===== src/rtl/svlc_consts.vh =====
// Constants shared by the serial video line coder design files.
`ifndef SVLC_CONSTS_VH
`define SVLC_CONSTS_VH
`define SVLC_WORD_W 10
`define SVLC_FIFO_DEPTH 8
`define SVLC_FIFO_AW 3
`define SVLC_BIT_CNT_W 4
`define SVLC_LAST_BIT 4'h9
`define SVLC_SCR_W 9
`define SVLC_SCR_TAP_A 8
`define SVLC_SCR_TAP_B 3
`define SVLC_SCR_RESET 9'h000
`define SVLC_UI_PS 3700
`define SVLC_CLK_PS 10000
`define SVLC_BIT_DIV 1
`define SVLC_TRS_FIRST 10'h3FF
`define SVLC_TRS_ZERO 10'h000
`define SVLC_PHASE_W 2
`endif


===== src/rtl/svlc_coder.v =====
// Serial video line coder: word FIFO, LSB-first serializer, scrambler and NRZI stage.
// ****************************************************************
// Summary of operation
// - Scramble serial bits multiplicatively with polynomial x^9 + x^4 + 1.
// - Follow with x + 1 stage: each scrambled one toggles the line.
// - Serialize each 10-bit word least significant bit first.
// - NRZI line makes receiver polarity-independent; no absolute polarity fixed.
// - One bit per unit interval; ten bits emitted per input word.
// - Coding is content-independent, shaping spectrum and aiding clock recovery.
// - Input carries 3FF 000 000 preambles marking word boundaries.
// - Input words arrive as chroma-blue, luma, chroma-red, luma multiplex.
// ****************************************************************
`include "svlc_consts.vh"
module svlc_coder
(
    input wire CLK,
    input wire RSTN,
    input wire WORD_VALID,
    output wire WORD_READY,
    input wire [`SVLC_WORD_W-1:0] WORD_DATA,
    output reg SER_BIT,
    output reg SER_BIT_VALID,
    output reg WORD_START,
    output reg TRS_SEEN,
    output reg [`SVLC_PHASE_W-1:0] MUX_PHASE
);
    // ****************************************************************
    // Timing
    // ****************************************************************
    // The bit interval is emulated at one bit per clock; a real line needs a
    // bit clock of 3.7 ns, which this core clock cannot reach, so the stream is
    // produced at clock rate with a valid qualifier instead.

    // ****************************************************************
    // State encoding and storage
    // ****************************************************************
    localparam ST_IDLE = 2'b01;
    localparam ST_SHIFT = 2'b10;

    reg [1:0] state_r;
    reg [1:0] state_nxt;
    reg [`SVLC_WORD_W-1:0] shreg_r;
    reg [`SVLC_WORD_W-1:0] shreg_nxt;
    reg [`SVLC_BIT_CNT_W-1:0] bitcnt_r;
    reg [`SVLC_BIT_CNT_W-1:0] bitcnt_nxt;
    reg [`SVLC_SCR_W-1:0] scr_r;
    reg [`SVLC_SCR_W-1:0] scr_nxt;
    reg [`SVLC_WORD_W-1:0] prev1_r;
    reg [`SVLC_WORD_W-1:0] prev1_nxt;
    reg [`SVLC_WORD_W-1:0] prev2_r;
    reg [`SVLC_WORD_W-1:0] prev2_nxt;
    reg line_nxt;
    reg bit_valid_nxt;
    reg word_start_nxt;
    reg trs_nxt;
    reg [`SVLC_PHASE_W-1:0] phase_nxt;
    reg loading;
    wire fifo_valid;
    wire fifo_ready;
    wire [`SVLC_WORD_W-1:0] fifo_data;
    wire data_bit;
    wire scr_bit;

    // ****************************************************************
    // Helper functions
    // ****************************************************************
    // One scrambler step: the new symbol depends on the data bit and two earlier
    // symbols, so the far side can undo it without knowing where it started.
    function scramble;
        input d;
        input [`SVLC_SCR_W-1:0] hist;
        begin
            scramble = d ^ hist[`SVLC_SCR_TAP_A] ^ hist[`SVLC_SCR_TAP_B];
        end
    endfunction

    function is_last_bit;
        input [`SVLC_BIT_CNT_W-1:0] cnt;
        begin
            is_last_bit = (cnt == `SVLC_LAST_BIT);
        end
    endfunction

    // The preamble is matched on loaded words only, so it never spans a cut word.
    function is_preamble;
        input [`SVLC_WORD_W-1:0] older;
        input [`SVLC_WORD_W-1:0] newer;
        input [`SVLC_WORD_W-1:0] cur;
        begin
            is_preamble = (older == `SVLC_TRS_FIRST) && (newer == `SVLC_TRS_ZERO) &&
                (cur == `SVLC_TRS_ZERO);
        end
    endfunction

    // ****************************************************************
    // Input buffering
    // ****************************************************************
    svlc_fifo #(
        .WIDTH(`SVLC_WORD_W),
        .DEPTH(`SVLC_FIFO_DEPTH),
        .AW(`SVLC_FIFO_AW)
    ) u_fifo (
        .clk(CLK),
        .rstn(RSTN),
        .in_valid(WORD_VALID),
        .in_ready(WORD_READY),
        .in_data(WORD_DATA),
        .out_valid(fifo_valid),
        .out_ready(fifo_ready),
        .out_data(fifo_data)
    );

    // While shifting, a new word is taken only as the last bit of the previous one leaves, so the
    // FIFO fills whenever the source outruns ten bits per word.
    always @*
    begin
        loading = 1'b0;
        case (state_r)
            ST_IDLE: loading = fifo_valid;
            ST_SHIFT: loading = fifo_valid && is_last_bit(bitcnt_r);
            default: loading = 1'b0;
        endcase
    end
    assign fifo_ready = loading;

    // ****************************************************************
    // Serializer and coder
    // ****************************************************************
    assign data_bit = shreg_r[0];
    assign scr_bit = scramble(data_bit, scr_r);

    // ****************************************************************
    // Next-value logic
    // ****************************************************************
    // A load overrides the shift: the last bit leaves while the next word enters.
    always @*
    begin
        state_nxt = state_r;
        shreg_nxt = shreg_r;
        bitcnt_nxt = bitcnt_r;
        scr_nxt = scr_r;
        prev1_nxt = prev1_r;
        prev2_nxt = prev2_r;
        line_nxt = SER_BIT;
        bit_valid_nxt = 1'b0;
        word_start_nxt = 1'b0;
        trs_nxt = 1'b0;
        phase_nxt = MUX_PHASE;
        if (state_r == ST_SHIFT)
        begin
            scr_nxt = {scr_r[`SVLC_SCR_W-2:0], scr_bit};
            line_nxt = SER_BIT ^ scr_bit;
            bit_valid_nxt = 1'b1;
            shreg_nxt = {1'b0, shreg_r[`SVLC_WORD_W-1:1]};
            bitcnt_nxt = bitcnt_r + 1'b1;
        end

        case (state_r)
            ST_IDLE:
            begin
                if (loading)
                begin
                    state_nxt = ST_SHIFT;
                end
            end
            ST_SHIFT:
            begin
                if (is_last_bit(bitcnt_r) && !loading)
                begin
                    state_nxt = ST_IDLE;
                end
            end
            default: state_nxt = ST_IDLE;
        endcase

        if (loading)
        begin
            shreg_nxt = fifo_data;
            bitcnt_nxt = {`SVLC_BIT_CNT_W{1'b0}};
            word_start_nxt = 1'b1;
            phase_nxt = MUX_PHASE + 1'b1;
            prev1_nxt = fifo_data;
            prev2_nxt = prev1_r;
            trs_nxt = is_preamble(prev2_r, prev1_r, fifo_data);
        end
    end

    // ****************************************************************
    // Registers
    // ****************************************************************
    // Every output leaves from a flip-flop so the far side sees clean edges.
    always @(posedge CLK)
    begin
        if (!RSTN)
        begin
            state_r <= ST_IDLE;
            shreg_r <= {`SVLC_WORD_W{1'b0}};
            bitcnt_r <= {`SVLC_BIT_CNT_W{1'b0}};
            scr_r <= `SVLC_SCR_RESET;
            prev1_r <= {`SVLC_WORD_W{1'b0}};
            prev2_r <= {`SVLC_WORD_W{1'b0}};
            // The line resets low so a receiver starts from a known level.
            SER_BIT <= 1'b0;
            SER_BIT_VALID <= 1'b0;
            WORD_START <= 1'b0;
            TRS_SEEN <= 1'b0;
            MUX_PHASE <= {`SVLC_PHASE_W{1'b0}};
        end
        else
        begin
            state_r <= state_nxt;
            shreg_r <= shreg_nxt;
            bitcnt_r <= bitcnt_nxt;
            scr_r <= scr_nxt;
            prev1_r <= prev1_nxt;
            prev2_r <= prev2_nxt;
            SER_BIT <= line_nxt;
            SER_BIT_VALID <= bit_valid_nxt;
            WORD_START <= word_start_nxt;
            TRS_SEEN <= trs_nxt;
            MUX_PHASE <= phase_nxt;
        end
    end
endmodule


===== src/rtl/svlc_fifo.v =====
// Word FIFO between the parallel multiplex input and the serializer.
`include "svlc_consts.vh"
module svlc_fifo
#(
    parameter WIDTH = `SVLC_WORD_W,
    parameter DEPTH = `SVLC_FIFO_DEPTH,
    parameter AW = `SVLC_FIFO_AW
)
(
    input wire clk,
    input wire rstn,
    input wire in_valid,
    output wire in_ready,
    input wire [WIDTH-1:0] in_data,
    output wire out_valid,
    input wire out_ready,
    output wire [WIDTH-1:0] out_data
);
    reg [WIDTH-1:0] mem_r [0:DEPTH-1];
    reg [AW-1:0] wptr_r;
    reg [AW-1:0] rptr_r;
    reg [AW:0] count_r;
    reg [AW:0] count_nxt;
    reg ready_r;
    reg valid_r;
    wire push;
    wire pop;

    // Both flags leave from flip-flops; they are worked out from the next
    // count so that they still agree with the count in every cycle.
    assign in_ready = ready_r;
    assign out_valid = valid_r;
    assign out_data = mem_r[rptr_r];
    assign push = in_valid && in_ready;
    assign pop = out_valid && out_ready;

    always @(posedge clk)
    begin
        if (push)
        begin
            mem_r[wptr_r] <= in_data;
        end
    end

    always @(posedge clk)
    begin
        if (!rstn)
        begin
            wptr_r <= {AW{1'b0}};
            rptr_r <= {AW{1'b0}};
            count_r <= {(AW+1){1'b0}};
            ready_r <= 1'b1;
            valid_r <= 1'b0;
        end
        else
        begin
            if (push)
            begin
                wptr_r <= wptr_r + 1'b1;
            end
            if (pop)
            begin
                rptr_r <= rptr_r + 1'b1;
            end
            count_r <= count_nxt;
            ready_r <= (count_nxt != DEPTH[AW:0]);
            valid_r <= (count_nxt != {(AW+1){1'b0}});
        end
    end

    always @*
    begin
        count_nxt = count_r;
        if (push && !pop)
        begin
            count_nxt = count_r + 1'b1;
        end
        else if (pop && !push)
        begin
            count_nxt = count_r - 1'b1;
        end
    end
endmodule


===== config.mk =====
export PLATFORM = sky130hd
export DESIGN_NAME = svlc_coder
export DESIGN_NICKNAME = d
export VERILOG_FILES = /design/src/rtl/svlc_coder.v /design/src/rtl/svlc_fifo.v
export VERILOG_INCLUDE_DIRS = /design/src /design/src/rtl
export SDC_FILE = /design/constraint.sdc
export NUM_CORES = 1
export LEC_CHECK = 0
export BUFFER_PORTS_ARGS = -buffer_cell sky130_fd_sc_hd__buf_2
export CAP_MARGIN = 30
export CORE_MARGIN = 3
export CORE_UTILIZATION = 25
export DETAILED_ROUTE_END_ITERATION = 6
export PLACE_DENSITY = 0.44
export SETUP_SLACK_MARGIN = 0.15
export SLEW_MARGIN = 30
export SYNTH_ARGS = -nofsm -noshare
export SYNTH_HDL_FRONTEND = slang
export SYNTH_HIERARCHICAL = 1
export SYNTH_SLANG_ARGS = --single-unit

===== constraint.sdc =====
create_clock -name CLK -period 2.8 [get_ports CLK]
set_input_delay 0.42 -clock CLK [delete_from_list [all_inputs] [get_ports CLK]]
set_output_delay 0.42 -clock CLK [all_outputs]
set_load 0.1 [all_outputs]

* Yosys cells after proc, flatten, opt, wreduce, memory -nomap -nowiden *
Memories as Yosys holds them, arrays and structs flattened. A register that Yosys moved wholly into a read port is not among the register bits.
Index checks and enable logic that the tools add are counted.

storage, ports and cells
  register bits = 63
  RAM bits = 80
  bits of input ports = 13
  memories kept = 1

memory list
  name          depth  width  read ports  clocked after Yosys merged registers in  write ports  line            source
  u_fifo.mem_r  8      10     1           1                                        1            svlc_fifo.v:19  reg [WIDTH-1:0] mem_r [0:DEPTH-1];

operators by class
  $add $sub $neg = 6
  equal/unequal tests = 7
  multiplexer cells = 14
  bitwise operators = 4
  reduce and logical (&&, ||, !) cells = 18

operator list
  operator              count
  $logic_not 10->1      2
  $mux 10               2
  $eq 10x10->1 const B  1
  $add 4x1->4 const B   2
  $logic_and 1x1->1     8
  $mux 4                2
  $add 3x1->3 const B   2
  $mux 3                2
  $eq 4x4->1 const B    1
  $mux 1                4
  $mux 2                2
  $ne 4x4->1 const B    1
  $pmux 2 s2            1
  $reduce_and 2->1      2
  $reduce_bool 4->1     1
  $sub 4x1->4 const B   1
  $logic_not 1->1       3
  $xor 1x1->1           3
  $add 2x1->2 const B   1
  $eq 2x1->1 const B    1
  $eq 2x2->1 const B    1
  $ne 2x1->1 const B    1
  $ne 2x2->1 const B    1
  $pmux 1 s2            1
  3 further kinds       3

* Depth between registers and ports, before layout *
  depth after elaboration = 8
  depth in mapped cells = 12

* By module *
The synthesis kept the hierarchy.

modules (own cells, without submodules)
  module      times used  cells an instance  area each (um^2)  seq. area each (um^2)
  svlc_fifo   1           200                3,814.9           2,702.6
  svlc_coder  1           203                2,093.3           1,021.0

* Worst setup path after synthesis *
No wires, ideal clock.

  path type = register to register
  start = register u_fifo.ready_r, in the netlist u_fifo/in_ready
  end = memory u_fifo/mem_r[0][0] (netlist bit), enable pin
  arrival time = 2,581 ps
  path slack = -185 ps
  cell stages (with the launch flop) = 4
  clock period less this slack = 2,985 ps
  cell sequence = dfxtp_1 > nand2_1 > buf_2 > nor4_1

between the ends
  cells in the longest elaborated chain, start to end = 3

RTL lines
  what                          line            source
  from (decl)                   svlc_fifo.v:24  reg ready_r;
  from (signal assigned)        svlc_fifo.v:66  ready_r <= (count_nxt != DEPTH[AW:0]);
  $logic_and 1x1->1             svlc_fifo.v:34  assign push = in_valid && in_ready;
  $mux 1                        svlc_fifo.v:39  if (push)
  $mux 1 (implied by the code)  svlc_fifo.v:41  mem_r[wptr_r] <= in_data;
  to (decl)                     svlc_fifo.v:19

No other way between the ends.

==> impl_metrics.yaml <==
placed_design:
  gp_congestion: 0.6812
  dp_slack_ns: 0.5158
  dpl.hpwl_um: 7519
  dp.cells: 730
  port_buffers: 19
setup_path:
  start_kind: "register"
  critPathKind: "reg -> reg"
  worst_ep_required_time_ns: 3.13
  worst-path-buf-inv: 1
  critPathMaxFanout: 20
  arrival_ns: 2.62
  rrSetupSlack_ns: 0.50
  cpMaxStageDelayCell: "mux4_1"
  cp_top_family: "multiplexers"
  max_stage_delay_ns: 0.57
  crit_chain: "buf_12 -> mux4_1 -> mux2_2 -> nor4b_1 -> nand4_1 -> nor4_1"
  end_kind: "register"
route:
  vias_per_cell: 4.406
  dr.pass1.iters: 4
  drc: 0
  met3_length_um: 463
  wirelength_met1_um: 5791
  routed.top_layer: "met4"
  totalWireLength_um: 12190
  drt_iter0_markers: 210
  ant_nets: 0
  vias: 3357
  wl_met2_um: 5745
  wl_per_cell_um: 15.99
grt:
  grt_start_max_net_pins: 29
  grtUsageTotal: 0.1009
  grt_pass1_vias: 3497
  grt_pass1_wl_um: 19510
  overflow: 0
  antenna_found_initial: 0
cells_and_area:
  synthToLayoutAreaGrowth_pct: 18.09
  drive_gt1_frac: 0.1804
  stdcell_count: 762
  final_util: 0.3045
  final_common_cell: "edfxtp_1"
  register_area_mm2: 0.003725
  nets: 457
  n_fill_cell: 2251
  multi_input_area_mm2: 0.002036
  final_cell_mix: "80 x edfxtp_1, 65 x dfxtp_1, 35 x nand2_1"
  antenna_cells: 0
sta:
  skew_ns: 0.01194
  max-slew-margin-rel: 0.5725
  clock.fmax_mhz: 435.4
  hold_viol: 0
  fin_crit_sh: 0.8202
  setup_viol: 0
  worst_pin_slew_ns: 0.6413
  timing.final.ws_setup_ns: 0.5035
  finalSetupTns_ns: 0
  rsz0062_at_grt: "false"
  drv_slew: 0
  fin_crit_ns: 2.297
min_path:
  hp-class: "in -> reg"
die:
  die_y_um: 159.7
  start_util: 0.2578
  num_io_pins: 20
  die_w_um: 159.7
  coreArea_mm2: 0.02292
  dieArea_mm2: 0.02551
  fp-row-count: 55
logic_synthesis:
  yosysWarnings: 6
  synth-simple-area-share: 0.09000
  async_flop_share: 0
  synthAdderAreaFrac: 0.01694
  synth_cell_types: 49
  synthMuxAreaShare: 0.1639
  synth_top_family_by_area: "multiplexers"
  yosysSeqAreaShare: 0.6302
  ys_ff_latch: 146
  synth_xor_area_frac: 0.01631
  synth_compound_area_frac: 0.05633
  synth_edf_count: 80
  syn_inst: 403
  synth.net_count: 424
  synthFlopType: "edfxtp_1"
  syn_area_per_cell_um2: 14.66
  netlist_area_mm2: 0.005908
pwr:
  p_total_uw: 5946
  peakVddDrop_uv: 431.8
  powerDensity_mw_per_mm2: 852.2
  leakagePower_uw: 0.002408
clock_network:
  clock_path_buffers: 2
  clock-root-buffer: "clkbuf_16"
  cts_buffers: 17
  clkLatencyLatePin_ns: 0.43
  cts_resized: 0
  path_clk_slew_ns: 0.06
  post_cts_buffers: 0
  cts.sinks: 146
  tritoncts: "done"
  hold_buffers: 0
  ctsHtreeMaxLevel: 4
status:
  status: "finished clean"
flow_run:
  maxCapViolCount: 0
==> logic make-up after synthesis <==
family	after synthesis
compound gates	43
xor+xnor	11
fa+ha+maj	8
buf+inv	28
flops	146
mux	63
simple gates	104
==> path summary, 6_finish.rpt <==
kind,end,from,cells past startpoint
max,TRS_SEEN,register,6
min,u_fifo/mem_r[5][1],WORD_DATA[1],1
max reg2reg,TRS_SEEN,register,6
min reg2reg,prev2_r[3],prev2_r[3],2
==> worst reg2reg max path: cells and delay by family, from the launching register on <==
kind	cells	cell delay (ns)
buffers and inverters	1	0.20
DFF	1	0.35
muxes	2	0.91
and+or+nand+nor	3	0.74
==> state kept, by name (all words and copies together), names as in the netlist, named ones only <==
register and cells:
state_r 2, SER_BIT_VALID 1, u_fifo/mem_r 80, u_fifo/count_r 4
TRS_SEEN 1, SER_BIT 1, prev2_r 10, u_fifo/out_valid 1
MUX_PHASE 2, u_fifo/in_ready 1, u_fifo/rptr_r 3, shreg_r 10
u_fifo/wptr_r 3, scr_r 9, prev1_r 10, bitcnt_r 4
WORD_START 1
==> metal layers <==
layer / up-vias / global-route usage
li1: 1605 / -
met1: 1675 / 0.1270
met2: 62 / 0.1625
met3: 15 / 0.03113
met4: 0 / 0.03940
met5: - / 0
==> area by class of cell <==
cell class              instances  share of cell area
clock buffers                  18             0.06151
clock inverters                14             0.02080
inverters                       8            0.004304
multi-input cells             229              0.2918
flip-flops and latches        146              0.5339
well taps                     313             0.05613
repair buffers                 34             0.03156
==> power breakdown <==
part / internal, uW / switching [uW] / leakage, uW
Clock: 1250 / 956 / 0.000271
Sequential: 2470 / 137 / 0.00126
Combinational: 462 / 674 / 0.000875
==> stage by stage <==
| stage | area, um^2 | hold slack, ns |
|---|---|---|
| after floorplan | 5916 | 0.4302 |
| after global placement | 6402 | 0.4464 |
| after detailed placement | 6402 | 0.4506 |
| after CTS | 6977 | 0.2445 |
| after global routing | 6977 | 0.2546 |
| final | 6977 | 0.2646 |
==> cell usage after synthesis, types with 4 or more instances <==
cell type   n  area, um^2
nand4_1     4       25.02
nand3_1     8       40.04
a21oi_1     6       30.03
xnor2_1     7       61.31
mux4_1     20       525.5
edfxtp_1   80        2402
nor3_1      7       35.03
clkbuf_1    6       22.52
nor2_1     18       67.56
a21boi_0    4       30.03
and2_1      6       37.54
inv_1       7       26.28
ha_1        8       100.1
nor4_1      4       25.02
xor2_1      4       35.03
mux2i_1    33       330.3
nand2_1    35       131.4
nand2b_1    7       43.79
dfxtp_1    66        1321
mux2_2     10       112.6
buf_2       7       35.03
buf_6       5       56.30
o2bb2ai_1  16       140.1
(Power assumes the default switching activity.)
